===== config.mk =====
export PLATFORM = sky130hd
export DESIGN_NAME = afm_top
export DESIGN_NICKNAME = d
export VERILOG_FILES = /design/src/afm_pkg.sv /design/src/afm_clkmon.sv /design/src/afm_sync.sv /design/src/afm_top.sv
export SDC_FILE = /design/constraint.sdc
export NUM_CORES = 1
export LEC_CHECK = 0
export ABC_AREA = 1
export CORE_MARGIN = 1.5
export CORE_UTILIZATION = 30
export CTS_BUF_LIST = sky130_fd_sc_hd__clkbuf_4
export DETAILED_ROUTE_END_ITERATION = 10
export DONT_BUFFER_PORTS = 1
export MAX_ROUTING_LAYER = met4
export PLACE_DENSITY = 0.54
export SYNTH_ARGS = -nofsm -noshare
export SYNTH_HDL_FRONTEND = slang
export SYNTH_HIERARCHICAL = 1
export SYNTH_SLANG_ARGS = --single-unit

===== constraint.sdc =====
create_clock -name CORE_CLK -period 3.8 [get_ports CORE_CLK]
set_clock_uncertainty 0.05 [all_clocks]
set_input_delay 0.57 -clock CORE_CLK [delete_from_list [all_inputs] [get_ports CORE_CLK]]
set_output_delay 0.57 -clock CORE_CLK [all_outputs]
set_load 0.02 [all_outputs]

===== src/afm_pkg.sv =====
/*
  package for the amplifier fault and mute sequencer: timing constants, states, carrier structs.
  assumes a 200 MHz core clock; the external master clock is sampled as a plain pin.
*/
// Notes on behaviour
// - overcurrent at the peak limit asserts the active-low fault output.
// - every fault is latched until mute goes low then high again.
// - power-stage supply undervoltage puts outputs high-z and latches fault.
// - master clock loss sets the fault and holds it until mute cycles.
// - thermal warning goes low in warning band, releases when cooled.
// - die temperature past shutdown limit stops power stage, latches fault.
// - all fault sources share one fault output and each forces shutdown.
// - mute low keeps the power stage disabled.
// - mute high enables the power stage through a gradual soft turn-on.
// - standby low: modulator stopped, power stage high impedance.
// - after standby high modulator runs while power stage stays high-z.
// - internal mute interval after wake scales with master clock, overrides mute.
// - switching starts after interval plus short delay and mute released.
// - power stage stays off if digital or power-stage supply is absent.
// - fault and thermal warning are open-drain active-low outputs.
// - internal master clock is the external clock input halved.
package afm_pkg;
  localparam int unsigned CORE_MHZ = 200;
  // internal mute interval in master clock periods: 650 ms at 12.288 MHz internal clock
  localparam int unsigned INT_MUTE_MS = 650;
  localparam int unsigned INT_MCLK_KHZ = 12288;
  localparam int unsigned INT_MUTE_TICKS = INT_MUTE_MS * INT_MCLK_KHZ;
  // extra delay in core cycles, derived from 200 us
  localparam int unsigned EXTRA_DELAY_US = 200;
  localparam int unsigned EXTRA_DELAY_CYC = EXTRA_DELAY_US * CORE_MHZ;
  // clock loss: no master clock edge seen for this long
  localparam int unsigned CLK_LOSS_NS = 1000;
  localparam int unsigned CLK_LOSS_CYC = CLK_LOSS_NS * CORE_MHZ / 1000;
  // soft turn-on ramp length in core cycles, from 10 ms
  localparam int unsigned SOFT_ON_US = 10000;
  localparam int unsigned SOFT_ON_CYC = SOFT_ON_US * CORE_MHZ;
  localparam int unsigned RAMP_W = 8;

  typedef enum logic [2:0] {
    AFM_SLEEP = 3'b000,
    AFM_WAKE = 3'b001,
    AFM_EXTRA = 3'b010,
    AFM_MUTED = 3'b011,
    AFM_RAMP = 3'b100,
    AFM_RUN = 3'b101
  } afm_state_e;

  typedef struct packed {
    logic overcurrent;
    logic pstage_uv;
    logic digital_uv;
    logic over_temp;
    logic clock_lost;
  } afm_fault_s;

  typedef struct packed {
    logic modulator_run;
    logic stage_enable;
    logic stage_hiz;
    logic [RAMP_W-1:0] soft_level;
  } afm_stage_s;
endpackage : afm_pkg


===== src/afm_clkmon.sv =====
/*
  master clock monitor: halves the sampled external clock and flags its loss.
  assumes the clock pin is already synchronised and far slower than the core clock.
*/
`timescale 1ns/1ps
module afm_clkmon import afm_pkg::*; #(
  parameter int unsigned LOSS_CYC = CLK_LOSS_CYC
) (
  // clock and reset
  input wire logic clk,
  input wire logic rst_n,
  // sampled clock pin
  input wire logic ext_clk,
  // one-cycle pulse per internal master clock period, and loss level
  output logic mclk_tick,
  output logic clock_lost
);
  localparam int unsigned CW = $clog2(LOSS_CYC + 1);
  if (LOSS_CYC < 2) begin : g_bad_loss
    $error("afm_clkmon: LOSS_CYC too small");
  end

  logic ext_d;
  logic half;
  logic [CW-1:0] idle;
  logic next_half;
  logic next_tick;
  logic next_lost;
  logic [CW-1:0] next_idle;

  always_comb begin
    next_half = half;
    next_tick = 1'b0;
    next_idle = idle;
    next_lost = clock_lost;
    if (ext_clk && !ext_d) begin
      next_half = ~half;
      next_tick = half;
      next_idle = '0;
      next_lost = 1'b0;
    end else if (idle >= CW'(LOSS_CYC)) begin
      next_lost = 1'b1;
    end else begin
      next_idle = idle + CW'(1);
    end
  end

  always_ff @(posedge clk or negedge rst_n) begin
    if (!rst_n) begin
      ext_d <= 1'b0;
      half <= 1'b0;
      idle <= '0;
      mclk_tick <= 1'b0;
      clock_lost <= 1'b0;
    end else begin
      ext_d <= ext_clk;
      half <= next_half;
      idle <= next_idle;
      mclk_tick <= next_tick;
      clock_lost <= next_lost;
    end
  end
endmodule : afm_clkmon


===== src/afm_sync.sv =====
/*
  three-flop input synchroniser with agreement filter.
  assumes an asynchronous source; reset is the synchronised core reset.
*/
`timescale 1ns/1ps
module afm_sync import afm_pkg::*; #(
  parameter logic INIT = 1'b0
) (
  // clock and reset
  input wire logic clk,
  input wire logic rst_n,
  // pin and clean level
  input wire logic din,
  output logic dout
);
  logic s1;
  logic s2;
  logic s3;
  logic next_dout;

  // change counts only when stages two and three agree
  always_comb begin
    next_dout = dout;
    if (s2 == s3) begin
      next_dout = s3;
    end
  end

  always_ff @(posedge clk or negedge rst_n) begin
    if (!rst_n) begin
      s1 <= INIT;
      s2 <= INIT;
      s3 <= INIT;
      dout <= INIT;
    end else begin
      s1 <= din;
      s2 <= s1;
      s3 <= s2;
      dout <= next_dout;
    end
  end
endmodule : afm_sync


===== src/afm_top.sv =====
/*
  fault latch, thermal warning and standby/mute power-stage sequencer.
  assumes pin inputs asynchronous to CORE_CLK; analog comparators deliver logic levels.
*/
`timescale 1ns/1ps
module afm_top import afm_pkg::*; #(
  parameter int unsigned INT_TICKS = INT_MUTE_TICKS,
  parameter int unsigned EXTRA_CYC = EXTRA_DELAY_CYC,
  parameter int unsigned SOFT_CYC = SOFT_ON_CYC,
  parameter int unsigned LOSS_CYC = CLK_LOSS_CYC
) (
  // clock and reset
  input wire logic CORE_CLK,
  input wire logic NRST,
  // external master clock pin
  input wire logic EXT_CLK,
  // controller inputs
  input wire logic MUTE_N,
  input wire logic STANDBY_N,
  // analog monitor levels
  input wire logic OVERCURRENT,
  input wire logic POWER_STAGE_SUPPLY_OK,
  input wire logic DIGITAL_SUPPLY_OK,
  input wire logic TEMP_WARN,
  input wire logic TEMP_SHUTDOWN,
  // open-drain flags, enable low while driving low
  output logic FAULT_N_O,
  output logic FAULT_N_OE_N,
  output logic THERMAL_WARN_N_O,
  output logic THERMAL_WARN_N_OE_N,
  // power stage control
  output logic MODULATOR_RUN,
  output logic STAGE_ENABLE,
  output logic STAGE_HIZ,
  output logic [RAMP_W-1:0] SOFT_LEVEL,
  // status
  output logic INT_MUTE_ACTIVE
);
  localparam int unsigned TW = $clog2(INT_TICKS + 1);
  localparam int unsigned EW = $clog2(EXTRA_CYC + 1);
  localparam int unsigned SW = $clog2(SOFT_CYC / (2 ** RAMP_W) + 2);
  localparam int unsigned STEP_CYC = SOFT_CYC / (2 ** RAMP_W);
  // positions of the pins inside the synchroniser bank
  localparam int unsigned PIN_COUNT = 7;
  localparam int unsigned PIN_EXT_CLK = 6;
  localparam int unsigned PIN_MUTE = 5;
  localparam int unsigned PIN_STANDBY = 4;
  localparam int unsigned PIN_OVERCURRENT = 3;
  localparam int unsigned PIN_PSTAGE_UV = 2;
  localparam int unsigned PIN_DIGITAL_UV = 1;
  localparam int unsigned PIN_OVER_TEMP = 0;

  // refuse timings that the counters cannot serve
  if (INT_TICKS < 1) begin : g_bad_ticks
    $error("afm_top: INT_TICKS must be at least one");
  end
  if (EXTRA_CYC < 1) begin : g_bad_extra
    $error("afm_top: EXTRA_CYC must be at least one");
  end
  // a shorter ramp would have to skip levels, which defeats the soft turn-on
  if (STEP_CYC < 1) begin : g_bad_step
    $error("afm_top: SOFT_CYC must give every ramp level one cycle");
  end
  if (LOSS_CYC < 2) begin : g_bad_loss
    $error("afm_top: LOSS_CYC too small");
  end

  // reset release through two flops
  logic rst_a;
  logic rst_n;
  always_ff @(posedge CORE_CLK or negedge NRST) begin
    if (!NRST) begin
      rst_a <= 1'b0;
      rst_n <= 1'b0;
    end else begin
      rst_a <= 1'b1;
      rst_n <= rst_a;
    end
  end

  // input synchronisers
  logic ext_clk_s;
  logic mute_n_s;
  logic standby_n_s;
  afm_fault_s raw;
  logic warn_s;
  logic [PIN_COUNT-1:0] pin_vec;
  logic [PIN_COUNT-1:0] pin_sync;
  // supplies become undervoltage levels, so every fault bit of the bank is active high
  always_comb begin
    pin_vec = '0;
    pin_vec[PIN_EXT_CLK] = EXT_CLK;
    pin_vec[PIN_MUTE] = MUTE_N;
    pin_vec[PIN_STANDBY] = STANDBY_N;
    pin_vec[PIN_OVERCURRENT] = OVERCURRENT;
    pin_vec[PIN_PSTAGE_UV] = ~POWER_STAGE_SUPPLY_OK;
    pin_vec[PIN_DIGITAL_UV] = ~DIGITAL_SUPPLY_OK;
    pin_vec[PIN_OVER_TEMP] = TEMP_SHUTDOWN;
  end

  for (genvar i = 0; i < PIN_COUNT; i++) begin : g_sync
    afm_sync #(.INIT(1'b0)) u_sync (
      .clk(CORE_CLK),
      .rst_n(rst_n),
      .din(pin_vec[i]),
      .dout(pin_sync[i])
    );
  end
  afm_sync #(.INIT(1'b0)) u_warn_sync (
    .clk(CORE_CLK),
    .rst_n(rst_n),
    .din(TEMP_WARN),
    .dout(warn_s)
  );

  assign ext_clk_s = pin_sync[PIN_EXT_CLK];
  assign mute_n_s = pin_sync[PIN_MUTE];
  assign standby_n_s = pin_sync[PIN_STANDBY];

  logic mclk_tick;
  logic clock_lost;
  afm_clkmon #(.LOSS_CYC(LOSS_CYC)) u_clkmon (
    .clk(CORE_CLK),
    .rst_n(rst_n),
    .ext_clk(ext_clk_s),
    .mclk_tick(mclk_tick),
    .clock_lost(clock_lost)
  );

  // combined fault sources
  always_comb begin
    raw.overcurrent = pin_sync[PIN_OVERCURRENT];
    raw.pstage_uv = pin_sync[PIN_PSTAGE_UV];
    raw.digital_uv = pin_sync[PIN_DIGITAL_UV];
    raw.over_temp = pin_sync[PIN_OVER_TEMP];
    raw.clock_lost = clock_lost;
  end

  // fault latch and mute edge detection
  logic fault_latched;
  logic mute_prev;
  logic next_fault;
  logic mute_rise;
  // mute_prev resets to the muted level, so no false rising edge follows reset
  assign mute_rise = mute_n_s && !mute_prev;

  // a persisting fault wins over the clear, so the latch sets again at once
  always_comb begin
    next_fault = fault_latched;
    if (mute_rise) begin
      next_fault = 1'b0;
    end
    if (|raw) begin
      next_fault = 1'b1;
    end
  end

  always_ff @(posedge CORE_CLK or negedge rst_n) begin
    if (!rst_n) begin
      fault_latched <= 1'b0;
      mute_prev <= 1'b0;
    end else begin
      fault_latched <= next_fault;
      mute_prev <= mute_n_s;
    end
  end

  // supplies are checked live as well, not only through the latch
  logic stage_block;
  assign stage_block = next_fault || raw.pstage_uv || raw.digital_uv;

  // the stage switches in these two states only; decoded for the outputs and the overrides
  function automatic logic is_switching(input afm_state_e s);
    return (s == AFM_RAMP) || (s == AFM_RUN);
  endfunction : is_switching

  // sequencer
  afm_state_e state;
  afm_state_e next_state;
  logic [TW-1:0] tick_cnt;
  logic [TW-1:0] next_tick_cnt;
  logic [EW-1:0] extra_cnt;
  logic [EW-1:0] next_extra_cnt;
  logic [SW-1:0] step_cnt;
  logic [SW-1:0] next_step_cnt;
  logic [RAMP_W-1:0] level;
  logic [RAMP_W-1:0] next_level;

  always_comb begin
    next_state = state;
    next_tick_cnt = tick_cnt;
    next_extra_cnt = extra_cnt;
    next_step_cnt = step_cnt;
    next_level = level;
    case (state)
      AFM_SLEEP: begin
        next_tick_cnt = '0;
        next_extra_cnt = '0;
        next_level = '0;
        if (standby_n_s) begin
          next_state = AFM_WAKE;
        end
      end
      AFM_WAKE: begin
        // interval counted in master clock periods, so it scales with that clock
        // a stopped master clock stalls it here, while the clock-loss fault is raised
        if (mclk_tick) begin
          next_tick_cnt = tick_cnt + TW'(1);
        end
        if (tick_cnt >= TW'(INT_TICKS)) begin
          next_state = AFM_EXTRA;
        end
      end
      AFM_EXTRA: begin
        next_extra_cnt = extra_cnt + EW'(1);
        if (extra_cnt >= EW'(EXTRA_CYC - 1)) begin
          next_state = AFM_MUTED;
        end
      end
      AFM_MUTED: begin
        next_level = '0;
        next_step_cnt = '0;
        if (mute_n_s && !stage_block) begin
          next_state = AFM_RAMP;
        end
      end
      AFM_RAMP: begin
        next_step_cnt = step_cnt + SW'(1);
        if (step_cnt >= SW'(STEP_CYC - 1)) begin
          next_step_cnt = '0;
          next_level = level + RAMP_W'(1);
          if (&level) begin
            next_level = level;
            next_state = AFM_RUN;
          end
        end
      end
      AFM_RUN: begin
        next_state = AFM_RUN;
      end
      default: begin
        next_state = AFM_SLEEP;
      end
    endcase
    // standby override applies in every awake state; mute and fault overrides apply only in AFM_RAMP and AFM_RUN
    if (!standby_n_s) begin
      next_state = AFM_SLEEP;
      next_level = '0;
      next_step_cnt = '0;
    end else if (is_switching(state) && (!mute_n_s || stage_block)) begin
      next_state = AFM_MUTED;
      next_level = '0;
    end
  end

  always_ff @(posedge CORE_CLK or negedge rst_n) begin
    if (!rst_n) begin
      state <= AFM_SLEEP;
      tick_cnt <= '0;
      extra_cnt <= '0;
      step_cnt <= '0;
      level <= '0;
    end else begin
      state <= next_state;
      tick_cnt <= next_tick_cnt;
      extra_cnt <= next_extra_cnt;
      step_cnt <= next_step_cnt;
      level <= next_level;
    end
  end

  // registered outputs
  afm_stage_s stage;
  always_comb begin
    stage.modulator_run = (next_state != AFM_SLEEP);
    stage.stage_enable = is_switching(next_state);
    stage.stage_hiz = !stage.stage_enable;
    stage.soft_level = next_level;
  end

  always_ff @(posedge CORE_CLK or negedge rst_n) begin
    if (!rst_n) begin
      FAULT_N_O <= 1'b0;
      FAULT_N_OE_N <= 1'b1;
      THERMAL_WARN_N_O <= 1'b0;
      THERMAL_WARN_N_OE_N <= 1'b1;
      MODULATOR_RUN <= 1'b0;
      STAGE_ENABLE <= 1'b0;
      STAGE_HIZ <= 1'b1;
      SOFT_LEVEL <= '0;
      INT_MUTE_ACTIVE <= 1'b0;
    end else begin
      // data pins stay low and only the enables move, so several flags can share one line
      FAULT_N_O <= 1'b0;
      FAULT_N_OE_N <= !next_fault;
      THERMAL_WARN_N_O <= 1'b0;
      THERMAL_WARN_N_OE_N <= !warn_s;
      MODULATOR_RUN <= stage.modulator_run;
      STAGE_ENABLE <= stage.stage_enable;
      STAGE_HIZ <= stage.stage_hiz;
      SOFT_LEVEL <= stage.soft_level;
      INT_MUTE_ACTIVE <= (next_state == AFM_WAKE) || (next_state == AFM_EXTRA);
    end
  end
endmodule : afm_top


* After elaboration in Yosys (flattened, before gate mapping)
Cells that the tools add are included.
** Operators by class
- $lt $le $gt $ge :: 4
- Divide/modulo/power cells :: 0
- Shift-type cells :: 0
- Reductions and logical operators :: 27
- Add/subtract/negate cells :: 5
- Bitwise operators :: 3
- Mux-type cells :: 26
- Equality and inequality tests :: 23
- Multipliers :: 0
** Operators with widths (number)
- two-way mux 8 bit :: 6
- case mux 23 bit (2 select lines) :: 1
- case mux 16 bit (2 select lines) :: 1
- two-way mux 13 bit :: 2
- case mux 13 bit (2 select lines) :: 1
- adder 23 x 1 -> 23 bit (second input constant) :: 1
- greater-or-equal comparator 23 bit (second input constant) :: 1
- two-way mux 23 bit :: 1
- two-way mux 3 bit :: 7
- case mux 3 bit (6 select lines) :: 1
- adder 16 x 1 -> 16 bit (second input constant) :: 1
- adder 8 x 1 -> 8 bit (second input constant) :: 2
- greater-or-equal comparator 16 bit (second input constant) :: 1
- case mux 8 bit (2 select lines) :: 1
- adder 13 x 1 -> 13 bit (second input constant) :: 1
- greater-or-equal comparator 13 bit (second input constant) :: 1
- equality test 3 bit (second input constant) :: 4
- inequality test 4 bit (second input constant) :: 3
- equality test 3 x 2 -> 1 bit (second input constant) :: 3
- equality test 1 bit :: 8
- greater-or-equal comparator 8 bit (second input constant) :: 1
- AND reduction 8 bit :: 1
- zero test 1 bit :: 7
- equality test 3 x 1 -> 1 bit (second input constant) :: 2
- 13 further kinds :: 30
** Storage, ports and cells
- Bits of input ports :: 10
- Register bits after elaboration :: 117
- Bits in writable memories :: 0
- Output and inout port bits :: 16
- Word-level logic and storage cells :: 140
- Bits in latches :: 0
- Memories :: 0
- Bits in read-only memories :: 0

* Longest topological paths before layout
- Depth in word-level cells :: 15
- Depth in mapped cells :: 12
- Depth with buffers taken out :: 11

* Cells and area by module
Netlist, hierarchy kept.
** Modules (own cells, without submodules)
- afm_top :: seq. area each 1830.5 sq um, times used 1, area each 4122.7 sq um, cells each 542
- afm_sync :: seq. area each 100.1 sq um, times used 8, area each 116.4 sq um, cells each 8
- afm_clkmon :: seq. area each 300.3 sq um, times used 1, area each 589.3 sq um, cells each 71

* Worst setup path after synthesis
OpenSTA, ideal clock, no wires.
- Path kind :: flip-flop to flip-flop
- Start :: register, netlist name SOFT_LEVEL[0]
- End :: register SOFT_LEVEL[3]
- Arrival :: 1.608 ns
- Buffers on the path :: 1
- Stages on the path, launching flop included :: 12
- Library setup time :: 0.119 ns
- Data required time :: 3.631 ns
- Period minus slack after synthesis :: 1.776 ns
- Slack :: 2.024 ns
- Path through :: dfrtp_1 > ha_1 > nand2_1 > nor2_1 > nand3_1 > inv_1 > nor2_1 > nand2_4 > nand2_4 > buf_8 > o21ai_2 > o21a_1
** RTL lines
- end signal, assigned :: RTL line afm_top.sv:301 : SOFT_LEVEL <= stage.soft_level;
- end, declared :: RTL line afm_top.sv:35 : output logic [RAMP_W-1:0] SOFT_LEVEL,

* Worst setup path after layout
- Start :: register state[2]
- End :: register tick_cnt[9]
** On the way
- Longest elaborated chain between the ends :: 3
- Elaborated cells between the ends (all ways) :: 6
- Those cells by class :: eq/ne (2); mux (1); reduce/logical (3)
** Ends and longest elaborated chain
- start, declared :: RTL line afm_top.sv:178 : afm_state_e state;
- start signal, assigned :: RTL line afm_top.sv:264 : state <= next_state;
- equality test 3 x 1 -> 1 bit or zero test 3 bit (tied branches) :: RTL line afm_top.sv:195 : case (state)
- inequality test 2 x 1 -> 1 bit (no source line) or nonzero test 2 bit (tied branches)
- AND reduction 2 bit (no source line)
- end signal, assigned :: RTL line afm_top.sv:265 : tick_cnt <= next_tick_cnt;
- end, declared :: RTL line afm_top.sv:180 : logic [TW-1:0] tick_cnt;
Several ways; a longest one is shown, not always the timed one.
A chain may end at the register's enable or synchronous reset.

==> out/metrics.yaml <==
run_status:
  outcome: "complete, no violations"
sta:
  tightestPinTransition_ns: 0.991
  tns_ns: 0
  finalMaxSlewViolations: 0
  final-setup-viol-count: 0
  max_freq_mhz: 479
  post-route-min-period_ns: 2.09
  report.final.hold_viol_count: 0
  rsz0062_at_grt: "false"
  slew_headroom_pct: 33.9
  fin_crit_sh_pct: 54.9
placement:
  port_buffers: 0
  dp_hpwl_um: 7740
  place.gp.congestion: 0.769
layout:
  layout_common_cells: "138 x nand2_1, 113 x dfrtp_1, 103 x inv_1"
  multi_input_area_um2: 2250
  final_nets: 718
  area_growth_pct: 11.1
  mostFrequentLayoutCell: "nand2_1"
  diodes: 0
  regArea_um2: 2940
  fillers: 1856
  drive_gt1_share_pct: 10.4
power:
  ir_drop_mv: 0.231
  finalPower_w: 0.00246
  power_density_nw_per_um2: 392
  leakagePower_nw: 2.79
cts:
  cts_num_sinks: 117
  clkLatencyLatePin_ns: 0.53
  cts_buffers: 17
  cts_max_path_buffers: 2
  cts_max_level: 4
  root_buffer: "clkbuf_4"
  cts_tree: "done"
  cts.repair.resized: 0
  clkTransAtPathRegs_ns: 0.11
synthesis:
  yosys-top-cells-area: "dfrtp_1 51%, nand2_1 9.2%, inv_1 6.9%"
  synth_edf_count: 0
  synth_top_flop_cell: "dfrtp_1"
  synth_warnings: 6
  synthCells: 677
  async_flop_share_pct: 100
  yosysTopAreaCell: "dfrtp_1"
  synth_seq_area_share_pct: 52.0
  syn_area_um2: 5640
  yosysTopAreaCellShare_pct: 50.6
  synth_seq_cells: 117
  avgSynthCellArea_um2: 8.34
  synth_cell_types: 44
setup_path:
  cp-start-kind: "flip-flop"
  cp.arrival_ns: 2.49
  crit_path_end_kind: "flip-flop"
  critical_path_required_ns: 4.20
  r2r_slack_ns: 1.71
  crit_fanout: 21
  path_class: "flip-flop to flip-flop"
routing:
  via_per_inst: 4.55
  vias: 4290
  routed_wirelength_um: 11100
  wire_per_inst_um: 11.8
  firstDrtPassIters: 5
  ant_nets: 0
  drt_iter0_markers: 262
  route.detailed.drc: 0
global_route:
  grt_pass1_vias: 4251
  antenna_found_initial: 0
  grt_first_pass_wirelength_um: 19800
  grt_max_degree: 76
  grt.overflow.total: 0
  grt_usage_pct: 13.0
job:
  cap_violations: 0
floorplanning:
  die_h_um: 140
  dieArea_um2: 19600
  io_pins: 26
  die_x_um: 140
  initial_utilization_pct: 31.0
  fp.coreArea_um2: 18200
  rows: 49
min_path:
  hp-class: "input pin to async pin"
[final cells by class]
class                           count  share of cell area [%]
Tap cell                          229                    4.57
Multi-Input combinational cell    446                    36.0
Sequential cell                   117                    46.8
Clock buffer                       18                    2.16
Clock inverter                     14                    2.10
Timing Repair Buffer               10                    1.76
Inverter                          109                    6.65
[metal layers]
| metal | vias up | GRT usage [%] | routed length [um] |
|---|---|---|---|
| met5 | - | - | 0 |
| met4 | 0 | 4.32 | 61 |
| met3 | 4 | 3.79 | 378 |
| met2 | 69 | 19.6 | 5110 |
| met1 | 1977 | 16.7 | 5580 |
| li1 | 2240 | - | - |
[timing repair]
| item | in CTS | in global routing |
|---|---|---|
| setup buffers | 0 | 0 |
| hold buffers | 9 | 0 |
| hold endpoints to repair | 10 | 0 |
[critical path, stage by stage (launching register included)]
cell and delay (ns):
dfrtp_1 0.47, inv_4 0.13, nand2_4 0.10, nor2_2 0.23, inv_2 0.24, nand2_2 0.19, nand3_2 0.11, nor2_2 0.13
nand2_1 0.08, nor2_1 0.09, a2bb2oi_1 0.17
[power by group]
| group | switching, W | internal [W] | leakage, nW | total (W) |
|---|---|---|---|---|
| Combinational | 0.000153 | 0.0000772 | 1.12 | 0.000230 |
| Sequential | 0.0000729 | 0.00131 | 1.52 | 0.00138 |
| Clock | 0.000506 | 0.000337 | 0.146 | 0.000843 |
| Total | 0.000732 | 0.00172 | 2.79 | 0.00246 |
[synthesized netlist by cell type, types with 5 or more instances]
cell,count
nand2_1,138
dfrtp_1,114
inv_1,103
nor2_1,72
nand3_1,45
o21ai_0,43
a21oi_1,36
nor3_1,20
nand4_1,14
o21ai_1,8
ha_1,7
nor2_2,7
xor2_1,6
nand2_2,5
[flip-flops by register name, summed over array words and instances (netlist names), 3 cells and up]
signal and cells:
g_sync.u_sync/s3 7, step_cnt 13, g_sync.u_sync/s1 7, SOFT_LEVEL 8, g_sync.u_sync/s2 7, g_sync.u_sync/dout 7
tick_cnt 23, extra_cnt 16, u_clkmon/idle 8, state 3
[worst paths after layout]
kind | from | to | cells after the start
max reg2reg | state[2] | tick_cnt[9] | 10
min in group CORE_CLK | g_sync[0].u_sync/s1 | g_sync[0].u_sync/s2 | 0
min | NRST | rst_n | 1
min reg2reg | g_sync[0].u_sync/s1 | g_sync[0].u_sync/s2 | 0
max in group asynchronous | rst_n | tick_cnt[16] | 1
max | state[2] | tick_cnt[9] | 10
[metrics by stage]
stage	hold slack [ns]	cell area (um^2)	utilization, %	std cells	setup WS (ns)
global route	0.138	6270	34.4	943	1.50
global placement	0.224	5910	32.5	902	1.83
detailed placement	0.224	5910	32.5	902	1.72
finish	0.202	6270	34.4	943	1.71
floorplan	0.224	5650	-	678	0.254
CTS	0.145	6270	34.4	943	1.70
[cell families after synthesis]
logic type | synth area share [%]
xor+xnor | 0.931
fa+ha+maj | 1.55
flops | 52.0
buf+inv | 8.16
other cells | 0.133
simple gates | 26.3
compound gates | 11.0
No activity file was read; power rests on OpenSTA's default activity.
